### config.mk
export PLATFORM = sky130hd
export DESIGN_NAME = port_d_e_pin_function_select
export DESIGN_NICKNAME = d
export VERILOG_FILES = /design/src/logic/pin_select_pkg.sv /design/src/logic/port_d_e_pin_function_select.sv
export VERILOG_INCLUDE_DIRS = /design/src /design/src/logic
export SDC_FILE = /design/constraint.sdc
export NUM_CORES = 1
export LEC_CHECK = 0
export BUFFER_PORTS_ARGS = -buffer_cell sky130_fd_sc_hd__buf_2
export CORE_UTILIZATION = 49
export CTS_BUF_LIST = sky130_fd_sc_hd__clkbuf_16
export DETAILED_ROUTE_END_ITERATION = 16
export PLACE_DENSITY = 0.79
export SLEW_MARGIN = 10
export SYNTH_ARGS = -nofsm -noshare
export SYNTH_HDL_FRONTEND = slang
export SYNTH_SLANG_ARGS = --single-unit
### constraint.sdc
create_clock -name i_clk -period 1.3 [get_ports i_clk]
set_input_delay 0.065 -clock i_clk [delete_from_list [all_inputs] [get_ports i_clk]]
set_output_delay 0.065 -clock i_clk [all_outputs]
set_load 0.02 [all_outputs]
### src/logic/pin_select_map.svh
// register offsets, field positions, reset values for the port d/e pin selector
`ifndef PIN_SELECT_MAP_SVH
`define PIN_SELECT_MAP_SVH

`define PSEL_ADDR_W          4
`define PSEL_OFS_D_LOW_FSEL  4'h0
`define PSEL_OFS_E_DIR       4'h2
`define PSEL_OFS_E_UP_FSEL   4'h4
`define PSEL_OFS_E_LOW_FSEL  4'h6

`define PSEL_RST_D_LOW_FSEL  16'h0000
`define PSEL_RST_E_DIR       16'h0000
`define PSEL_RST_E_UP_FSEL   16'h0000
`define PSEL_RST_E_LOW_FSEL  16'h0000

`define PSEL_E_UP_WMASK      16'hf000
`define PSEL_E15_HI          15
`define PSEL_E15_LO          14
`define PSEL_E14_HI          13
`define PSEL_E14_LO          12

`define PSEL_CODE_GPIO       2'h0
`define PSEL_CODE_DMA_ACK    2'h2
`define PSEL_CODE_ADDR_HOLD  2'h3

`endif

### src/logic/pin_select_pkg.sv
// types shared by the port d/e pin selector
package pin_select_pkg;

  typedef enum logic [1:0] {
    MODE_ROM_DISABLED,
    MODE_ROM_ENABLED,
    MODE_SINGLE_CHIP
  } op_mode_t;

  typedef enum logic [1:0] {
    FN_GPIO,
    FN_DMA_ACK,
    FN_ADDR_HOLD
  } e_upper_fn_t;

  typedef struct packed {
    logic [15:0] out;
    logic [15:0] oe;
  } pin_drive_t;

endpackage

### src/logic/port_d_e_pin_function_select.sv
// pin function selection for ports d and e
//
// Overview of operation
// - d mode 0 gpio, bus when rom disabled
// - d mode 1 data bus, gpio in single-chip
// - e direction bit n maps pin n
// - e direction 1 output, 0 input
// - e direction only for gpio/timer functions
// - e direction cleared only by power-on reset
// - e function selects cleared only by power-on
// - upper register pins 15-8, lower 7-0
// - six-port single-chip ignores dma/hold selects
// - pin15 field 00 gpio, 10 dma ack1
// - pin14 field 00 gpio, 10 ack0, 11 hold
//
// The address-and-strobe port and the address map were chosen for this implementation.
`timescale 1ns/10ps
`include "pin_select_map.svh"

module port_d_e_pin_function_select #(
  parameter bit SIX_PORTS = 1'b1
) (
  input  wire logic                       i_clk,
  input  wire logic                       i_nrst,
  input  wire pin_select_pkg::op_mode_t   i_op_mode,
  input  wire logic [`PSEL_ADDR_W-1:0]    i_addr,
  input  wire logic [15:0]                i_wdata,
  input  wire logic                       i_wr,
  input  wire logic                       i_rd,
  output logic [15:0]                     o_rdata,
  input  wire pin_select_pkg::pin_drive_t i_d_gpio,
  input  wire pin_select_pkg::pin_drive_t i_d_bus,
  input  wire logic [15:0]                i_e_gpio_out,
  input  wire logic                       i_dma_ch1_acknowledge_out,
  input  wire logic                       i_dma_ch0_acknowledge_out,
  input  wire logic                       i_address_hold_out,
  output pin_select_pkg::pin_drive_t      o_d_pin,
  output logic [15:0]                     o_d_bus_sel,
  output pin_select_pkg::pin_drive_t      o_e_pin,
  output pin_select_pkg::e_upper_fn_t     o_e15_fn,
  output pin_select_pkg::e_upper_fn_t     o_e14_fn
);

  logic [15:0]                 port_d_low_function_select_reg;
  logic [15:0]                 port_e_direction_reg;
  logic [15:0]                 port_e_upper_function_select_reg;
  logic [15:0]                 port_e_lower_function_select_reg;
  logic [15:0]                 d_bus_sel_next;
  logic [15:0]                 e_dir_ok_next;
  pin_select_pkg::pin_drive_t  d_pin_next;
  pin_select_pkg::pin_drive_t  e_pin_next;
  pin_select_pkg::e_upper_fn_t e15_fn_next;
  pin_select_pkg::e_upper_fn_t e14_fn_next;
  logic                        dma_fn_blocked;

  // decode one upper pin field; reserved codes fall back to gpio
  function automatic pin_select_pkg::e_upper_fn_t dec_upper(
    input logic [1:0] code,
    input logic       hold_ok,
    input logic       blocked
  );
    pin_select_pkg::e_upper_fn_t fn;
    fn = pin_select_pkg::FN_GPIO;
    if (!blocked) begin
      if (code == `PSEL_CODE_DMA_ACK) begin
        fn = pin_select_pkg::FN_DMA_ACK;
      end else if (hold_ok && code == `PSEL_CODE_ADDR_HOLD) begin
        fn = pin_select_pkg::FN_ADDR_HOLD;
      end
    end
    return fn;
  endfunction

  // power-on only clear
  // watchdog/standby/sleep never reach i_nrst, so contents survive them
  always_ff @(posedge i_clk) begin
    if (!i_nrst) begin
      port_e_direction_reg <= `PSEL_RST_E_DIR;
    end else if (i_wr && i_addr == `PSEL_OFS_E_DIR) begin
      port_e_direction_reg <= i_wdata;
    end
  end

  always_ff @(posedge i_clk) begin
    if (!i_nrst) begin
      port_e_upper_function_select_reg <= `PSEL_RST_E_UP_FSEL;
      port_e_lower_function_select_reg <= `PSEL_RST_E_LOW_FSEL;
    end else if (i_wr) begin
      if (i_addr == `PSEL_OFS_E_UP_FSEL) begin
        port_e_upper_function_select_reg <= i_wdata & `PSEL_E_UP_WMASK;
      end
      if (i_addr == `PSEL_OFS_E_LOW_FSEL) begin
        port_e_lower_function_select_reg <= i_wdata;
      end
    end
  end

  always_ff @(posedge i_clk) begin
    if (!i_nrst) begin
      port_d_low_function_select_reg <= `PSEL_RST_D_LOW_FSEL;
    end else if (i_wr && i_addr == `PSEL_OFS_D_LOW_FSEL) begin
      port_d_low_function_select_reg <= i_wdata;
    end
  end

  // read data valid only in the cycle after the strobe
  always_ff @(posedge i_clk) begin
    if (!i_nrst) begin
      o_rdata <= 16'h0000;
    end else if (i_rd) begin
      case (i_addr)
        `PSEL_OFS_D_LOW_FSEL: o_rdata <= port_d_low_function_select_reg;
        `PSEL_OFS_E_DIR:      o_rdata <= port_e_direction_reg;
        `PSEL_OFS_E_UP_FSEL:  o_rdata <= port_e_upper_function_select_reg & `PSEL_E_UP_WMASK;
        `PSEL_OFS_E_LOW_FSEL: o_rdata <= port_e_lower_function_select_reg;
        default:              o_rdata <= 16'h0000;
      endcase
    end else begin
      o_rdata <= 16'h0000;
    end
  end

  // port d routing
  always_comb begin
    case (i_op_mode)
      pin_select_pkg::MODE_ROM_DISABLED: d_bus_sel_next = 16'hffff;
      pin_select_pkg::MODE_ROM_ENABLED:  d_bus_sel_next = port_d_low_function_select_reg;
      pin_select_pkg::MODE_SINGLE_CHIP:  d_bus_sel_next = 16'h0000;
      default:                           d_bus_sel_next = 16'h0000;
    endcase
    d_pin_next.out = (d_bus_sel_next & i_d_bus.out) | (~d_bus_sel_next & i_d_gpio.out);
    d_pin_next.oe  = (d_bus_sel_next & i_d_bus.oe) | (~d_bus_sel_next & i_d_gpio.oe);
  end

  assign dma_fn_blocked = SIX_PORTS && (i_op_mode == pin_select_pkg::MODE_SINGLE_CHIP);

  always_comb begin
    e15_fn_next = dec_upper(port_e_upper_function_select_reg[`PSEL_E15_HI:`PSEL_E15_LO],
                            1'b0, dma_fn_blocked);
    e14_fn_next = dec_upper(port_e_upper_function_select_reg[`PSEL_E14_HI:`PSEL_E14_LO],
                            1'b1, dma_fn_blocked);
    // upper pins from first register, lower pins from second
    e_dir_ok_next        = 16'hffff;
    e_dir_ok_next[15]    = (e15_fn_next == pin_select_pkg::FN_GPIO);
    e_dir_ok_next[14]    = (e14_fn_next == pin_select_pkg::FN_GPIO);
    // lower pins 3..0 with high code bit set carry dma request lines
    e_dir_ok_next[3]     = ~port_e_lower_function_select_reg[7];
    e_dir_ok_next[2]     = ~port_e_lower_function_select_reg[5];
    e_dir_ok_next[1]     = ~port_e_lower_function_select_reg[3];
    e_dir_ok_next[0]     = ~port_e_lower_function_select_reg[1];
    e_pin_next.oe        = e_dir_ok_next & port_e_direction_reg;
    e_pin_next.out       = i_e_gpio_out;
    if (e15_fn_next == pin_select_pkg::FN_DMA_ACK) begin
      e_pin_next.oe[15]  = 1'b1;
      e_pin_next.out[15] = i_dma_ch1_acknowledge_out;
    end
    case (e14_fn_next)
      pin_select_pkg::FN_DMA_ACK: begin
        e_pin_next.oe[14]  = 1'b1;
        e_pin_next.out[14] = i_dma_ch0_acknowledge_out;
      end
      pin_select_pkg::FN_ADDR_HOLD: begin
        e_pin_next.oe[14]  = 1'b1;
        e_pin_next.out[14] = i_address_hold_out;
      end
      default: begin
      end
    endcase
  end

  // registered pin drive costs one cycle but keeps outputs glitch free
  always_ff @(posedge i_clk) begin
    if (!i_nrst) begin
      o_d_pin     <= '0;
      o_d_bus_sel <= 16'h0000;
      o_e_pin     <= '0;
      o_e15_fn    <= pin_select_pkg::FN_GPIO;
      o_e14_fn    <= pin_select_pkg::FN_GPIO;
    end else begin
      o_d_pin     <= d_pin_next;
      o_d_bus_sel <= d_bus_sel_next;
      o_e_pin     <= e_pin_next;
      o_e15_fn    <= e15_fn_next;
      o_e14_fn    <= e14_fn_next;
    end
  end

endmodule

==> Word level (Yosys, flattened, before mapping) <==
Index checks and enable logic that the tools add are counted.
{ "op_classes": {"mux": 11, "eq_ne": 11, "bitwise": 12, "reduce_logical": 10} }
{ "ops": {"columns": ["cell", "count"], "rows": [
  ["$and A16 B16 Y16", 5],
  ["$pmux W16 S4", 1],
  ["$or A16 B16 Y16", 2],
  ["$pmux W16 S2", 1],
  ["$not A16 Y16", 1],
  ["$eq A2 B2 Y1 const B", 5],
  ["$eq A4 B3 Y1 const B", 2],
  ["$eq A2 B1 Y1 const B", 3],
  ["$logic_not A2 Y1", 3],
  ["$mux W2", 3],
  ["$reduce_and A2 Y1", 3],
  ["$mux W1", 5],
  ["$eq A4 B2 Y1 const B", 1],
  ["$logic_not A4 Y1", 1],
  ["$not A1 Y1", 4],
  ["$logic_and A1 B1 Y1", 2],
  ["$pmux W1 S2", 1],
  ["$reduce_or A2 Y1", 1]
]} }
{ "word_totals": {"reg_bits": 152, "wordCells": 56, "in_bits": 109, "out_inout_bits": 100} }

==> Longest topological paths before layout <==
{ "logic_depth": {"ltp_word": 7, "ltp_mapped": 6, "ltp_nobuf": 6} }

==> Least setup slack after synthesis <==
Ideal clock, no wire load.
{ "synth_path": {"path_kind": "register to register", "start": "register port_e_upper_function_select_reg[12]", "end": "register o_e_pin[30] in the netlist's numbering", "slack_ns": 0.167, "stages_incl_launch_ff": 5, "setup_time_ns": 0.086, "arrival_time_ns": 1.047, "required_time_ns": 1.214, "path_cell_list": "dfxtp_1 > nand3b_1 > ha_1 > nor2_1 > a211oi_1"} }
{ "synth_via": {"elab_chain_len": 6} }
{ "synth_rtl": {"columns": ["item", "line", "rtl"], "rows": [
  ["from (decl)", "port_d_e_pin_function_select.sv:46", "logic [15:0] port_e_upper_function_select_reg;"],
  ["from (signal assigned)", "port_d_e_pin_function_select.sv:86", "port_e_upper_function_select_reg <= `PSEL_RST_E_UP_FSEL;"],
  ["from (signal assigned)", "port_d_e_pin_function_select.sv:90", "port_e_upper_function_select_reg <= i_wdata & `PSEL_E_UP_WMASK;"],
  ["$eq A2 B2 Y1 (no source line)", null, null],
  ["$mux W2", "port_d_e_pin_function_select.sv:67", "end else if (hold_ok && code == `PSEL_CODE_ADDR_HOLD) begin"],
  ["$mux W2 *", "port_d_e_pin_function_select.sv:65", "if (code == `PSEL_CODE_DMA_ACK) begin"],
  ["$mux W2 *", "port_d_e_pin_function_select.sv:64", "if (!blocked) begin"],
  ["$eq A2 B2 Y1 or $eq A2 B1 Y1 (tied branches)", "port_d_e_pin_function_select.sv:157", "case (e14_fn_next)"],
  ["$pmux W1 S2 *", "port_d_e_pin_function_select.sv:157", null],
  ["to (signal assigned)", "port_d_e_pin_function_select.sv:182", "o_e_pin <= e_pin_next;"],
  ["to (decl)", "port_d_e_pin_function_select.sv:39", "output pin_select_pkg::pin_drive_t o_e_pin,"]
]} }
Every way passes the cells marked *; elsewhere a longest branch is shown, timed or not.
A chain may end at the register's enable or synchronous reset.

==> Worst setup path after layout <==
{ "layout_path": {"start": "register port_e_upper_function_select_reg[12]", "end": "register o_e_pin[30] in the netlist's numbering"} }
{ "layout_rtl": {"columns": ["item", "line", "rtl"], "rows": [
  ["$eq A2 B2 Y1 (no source line) *", null, null],
  ["$mux W2 *", "port_d_e_pin_function_select.sv:65", null],
  ["$mux W2 *", "port_d_e_pin_function_select.sv:64", null],
  ["via e14_fn_next[0]", "port_d_e_pin_function_select.sv:53", "pin_select_pkg::e_upper_fn_t e14_fn_next;"],
  ["$eq A2 B2 Y1 or $eq A2 B1 Y1 (tied branches)", "port_d_e_pin_function_select.sv:157", null],
  ["$pmux W1 S2 *", "port_d_e_pin_function_select.sv:157", null]
]} }
The timed path passes the listed nets; every way through them passes the cells marked *.

==> results.env <==
STATUS='finished clean'
SYNTH.YOSYS.WARNINGS=0
FINISH.NET_COUNT=1051
IR_WORST_VDD_mV=1.54
POSTSYNTH.TOPFLOPCELL='sky130_fd_sc_hd__dfxtp_1'
CTS.PATH.MAX_BUFFERS=2
MULTI_INPUT_COMB_AREA_SQ_UM=2430
R2R_SETUP_SLACK_NS=0.03
CRIT_PATH_MAX_FANOUT=4
SYNTH_CELL_TYPES=36
CLK_ROOT_BUFFER_CELL='sky130_fd_sc_hd__clkbuf_16'
HTREE_NUM_LEVELS=4
CHIPWIDTH_UM=110
TIMING.CRITICAL_PATH.SLOWEST_CELL_DELAY_NS=0.33
ASYNCSETRESETFLOPFRACSYNTH=0
CRITICAL_PATH_DEPTH=5
ROUTED_WIRELENGTH_UM=20800
PLACE_AREA_SQ_UM=6940
R2R.WORST_PATH.CELLS=5
CP_CELL_SEQUENCE='nand3b_1 > inv_1 > ha_1 > a22oi_2 > a211oi_1'
REGISTER_AREA_SQ_UM=3020
FIN_WORST_SKEW_NS=0.00845
GRT_SETUP_UNREPAIRED='yes'
MAX_CAP_VIOLATIONS=0
GRT_START_MAX_NET_PINS=56
ANTENNA_CELLS_INSERTED=0
CRITICAL_PATH.N_BUFFERS_INVERTERS=1
WORSTPATHARRIVAL_NS=1.60
SLEW_VIOLATIONS=0
CELLPOWERDENSITY_nW_PER_UM2=1250
REMAINING_DRC_ERRORS=0
CLOCK_LATENCY_NS=0.42
AREA_GROWTH_PCT=49.3
PERIOD_NEEDED_NS=1.27
ROUTE.VIAS.TOTAL=6288
TIMING.CRITICAL_PATH.FROM='port_e_upper_function_select_reg[12]$_SDFFE_PN0P_'
ROUTE.ANTENNA.REMAINING_NETS=0
FIRST_PASS_GRT_WIRE_LENGTH_UM=32500
DRT_PASS1_ITERATIONS=5
CLOCK_SINKS=151
GRT_PASS1_VIAS=6387
VIAS_PER_CELL=5.77
INTERNAL_POWER_W=0.00791
TNS_NS=0
TIMING.CRITICAL_PATH.TO_TYPE='flip-flop'
SYNTH-SEQ-AREA-SHARE=0.533
FINALINSTANCEAREA_SQ_UM=8460
TRACK_USAGE=0.363
SYNTH_TOP_CELLS_BY_AREA='sky130_fd_sc_hd__dfxtp_1 (53%), sky130_fd_sc_hd__a21oi_1 (8.0%), sky130_fd_sc_hd__nand3_1 (7.8%), sky130_fd_sc_hd__o21ai_0 (7.4%), sky130_fd_sc_hd__and2_1 (2.6%)'
MAPPEDNETLISTAREA_SQ_UM=5670
DRT-WIRELENGTH-PER-CELL_UM=19.1
FINAL-HOLD-VIOLATION-COUNT=0
SLOWEST_STAGE='sky130_fd_sc_hd__dfxtp_2'
TCRIT_TCLK_FINAL=0.976
GRT_REMAINING_OVERFLOW=0
WORST_FLOP_TO_FLOP_PATH_STARTPOINT='port_e_upper_function_select_reg[12]$_SDFFE_PN0P_'
CRITICAL_PATH_END='o_e_pin[30]$_SDFF_PN0_'
MAX_SLEW_MARGIN=0.654
FINAL-SETUP-VIOL-COUNT=0
SWITCHING_SHARE=0.253
POSTSYNTHNETCOUNT=749
NUMBER_OF_ANTENNA_VIOLATIONS_AT_THE_FIRST_CHECK_IN_GLOBAL_ROUTING=1
SYNTH_EDF_COUNT=0
CRITICAL-PATH-TOP-DELAY-FAMILY='flip-flops'
PLACE_CONGESTION=0.877
FILLERINSTANCES=740
SYNTH_TOP_AREA_CELL='sky130_fd_sc_hd__dfxtp_1'
YOSYS.CELL_COUNT.TOP_TYPE='sky130_fd_sc_hd__dfxtp_1'
DETAILED_PLACE_HPWL_UM=12000
COMB_POWER_SHARE=0.127
MAX_FREQ_MHz=788
SYN_AVG_CELL_AREA_SQ_UM=8.90
SETUP.WORST_PATH.CLASS='reg2reg'
CLKSLEWWORSTSETUPHOLDPATHS_NS=0.06
CRIT_PATH_START_KIND='flip-flop'
PORT-BUFFER-COUNT=207
DIEHEIGHT_UM=110
CTS_MADE_BUFFERS=17
CELLLEAKAGEPOWER_nW=3.68
P_SWITCHING_W=0.00268
HOLDCRITPATHCLASS='in2reg'
CRITICAL_PATH_REQUIRED_NS=1.63
POST_SYNTH_MOST_FREQUENT_CELLS='sky130_fd_sc_hd__dfxtp_1 (151), sky130_fd_sc_hd__a21oi_1 (91), sky130_fd_sc_hd__nand3_1 (88)'
TIGHTEST_SLEW_NS=0.517
DIE-AREA_SQ_UM=12000
DRIVE_ABOVE_1_SHARE=0.302
SYNTH-SEQ-CELLS=151
PIN_COUNT=209
INITIAL_UTILIZATION=0.514
TIMING.RR.END='o_e_pin[30]$_SDFF_PN0_'
TRITONCTS='built'
CORE_AREA_SQ_UM=11000
PLACEMENT_ROWS=38
CLOCK_POWER_SHARE=0.418
SEQ_POWER_SHARE=0.455
DR.FIRST_ITER.DRC_COUNT=756
SYNTH_TOP_AREA_FRAC=0.533
BIGGESTREGSBYFLOPS='o_d_pin x32, o_e_pin x32'
POST_SYNTH_INST_COUNT=637
## routing by layer
metal	wire, um	track usage
met5	12	0
met4	1120	0.217
met3	1650	0.135
met2	10600	0.600
met1	7380	0.396
## timing repair
| action | CTS | global route |
|---|---|---|
| gates resized for setup | 0 | 5 |
| buffers inserted | 0 | 1 |
| hold buffers | 97 | 0 |
| endpoints found under the setup margin | 0 | 3 |
| endpoints found under the hold margin | 100 | 0 |
## power by group through the flow
stage,Sequential (W),Clock [W],Combinational [W]
2_1_floorplan,0.00506,0,0.000406
3_3_place_gp,0.00491,0,0.00101
3_5_place_dp,0.00491,0,0.00103
4_1_cts,0.00481,0.00439,0.00127
5_1_grt,0.00484,0.00468,0.00143
6_report,0.00482,0.00443,0.00134
## stage by stage
step	instances	setup WS (ns)	total power, W	hold WS [ns]	utilization
after global routing	1090	-0.0341	0.0109	0.0250	0.767
after CTS	1089	0.0174	0.0105	0.0134	0.764
final	1090	0.0317	0.0106	0.0180	0.767
after detailed placement	962	0.0199	0.00594	0.276	0.629
after global placement	962	0.0843	0.00592	0.269	0.629
after floorplan	637	0.167	0.00546	0.192	-
## cell families after synthesis
logic type / synth area share
and+or+nand+nor: 0.208
muxes: 0.0305
buffers and inverters: 0.0415
other: 0.000662
DFF: 0.533
AOI/OAI and AO/OA: 0.179
adders and majority gates: 0.00662
## worst register-to-register path, stage by stage (launching register included)
cell	delay (ns)
sky130_fd_sc_hd__dfxtp_2	0.33
sky130_fd_sc_hd__nand3b_1	0.27
sky130_fd_sc_hd__inv_1	0.11
sky130_fd_sc_hd__ha_1	0.18
sky130_fd_sc_hd__a22oi_2	0.08
sky130_fd_sc_hd__a211oi_1	0.21
## placed cells by master, fill, tap and decap left out, types with 3 or more instances in the layout
master                            n
sky130_fd_sc_hd__buf_4           25
sky130_fd_sc_hd__and3_1           3
sky130_fd_sc_hd__dfxtp_1        150
sky130_fd_sc_hd__buf_12           5
sky130_fd_sc_hd__nand3_1         88
sky130_fd_sc_hd__a21oi_1         90
sky130_fd_sc_hd__o21ai_0         84
sky130_fd_sc_hd__clkinv_2         6
sky130_fd_sc_hd__o21ai_1          4
sky130_fd_sc_hd__and2_1          24
sky130_fd_sc_hd__nor2_1          38
sky130_fd_sc_hd__mux2_2          10
sky130_fd_sc_hd__inv_1            5
sky130_fd_sc_hd__dlygate4sd3_1   97
sky130_fd_sc_hd__buf_2          207
sky130_fd_sc_hd__nand2_1          8
sky130_fd_sc_hd__nor3b_1          3
sky130_fd_sc_hd__o22a_1           3
sky130_fd_sc_hd__clkbuf_16       17
sky130_fd_sc_hd__a22oi_1          8
sky130_fd_sc_hd__clkinvlp_4       3
sky130_fd_sc_hd__mux2i_1          6
sky130_fd_sc_hd__nor2b_1         19
sky130_fd_sc_hd__nand2b_1        19
## how the worst min path moves through the flow
stage,startpoint,to,depth (start not counted)
3_5_place_dp,i_e_gpio_out[4],o_e_pin[20]$_SDFF_PN0_,2
6_report,i_address_hold_out,o_e_pin[30]$_SDFF_PN0_,3
4_1_cts,i_nrst,o_e_pin[12]$_SDFF_PN0_,2
5_1_grt,i_nrst,o_e_pin[12]$_SDFF_PN0_,2
2_1_floorplan,i_e_gpio_out[0],o_e_pin[16]$_SDFF_PN0_,1
3_3_place_gp,i_e_gpio_out[11],o_e_pin[27]$_SDFF_PN0_,2
## final cells by class
class / instances / share of cell area
Timing Repair Buffer: 334 / 0.271
Inverter: 4 / 0.00177
Clock buffer: 17 / 0.0503
Tap cell: 140 / 0.0207
Multi-Input combinational cell: 431 / 0.288
Sequential cell: 151 / 0.357
Clock inverter: 13 / 0.0111
(Power assumes the default switching activity.)
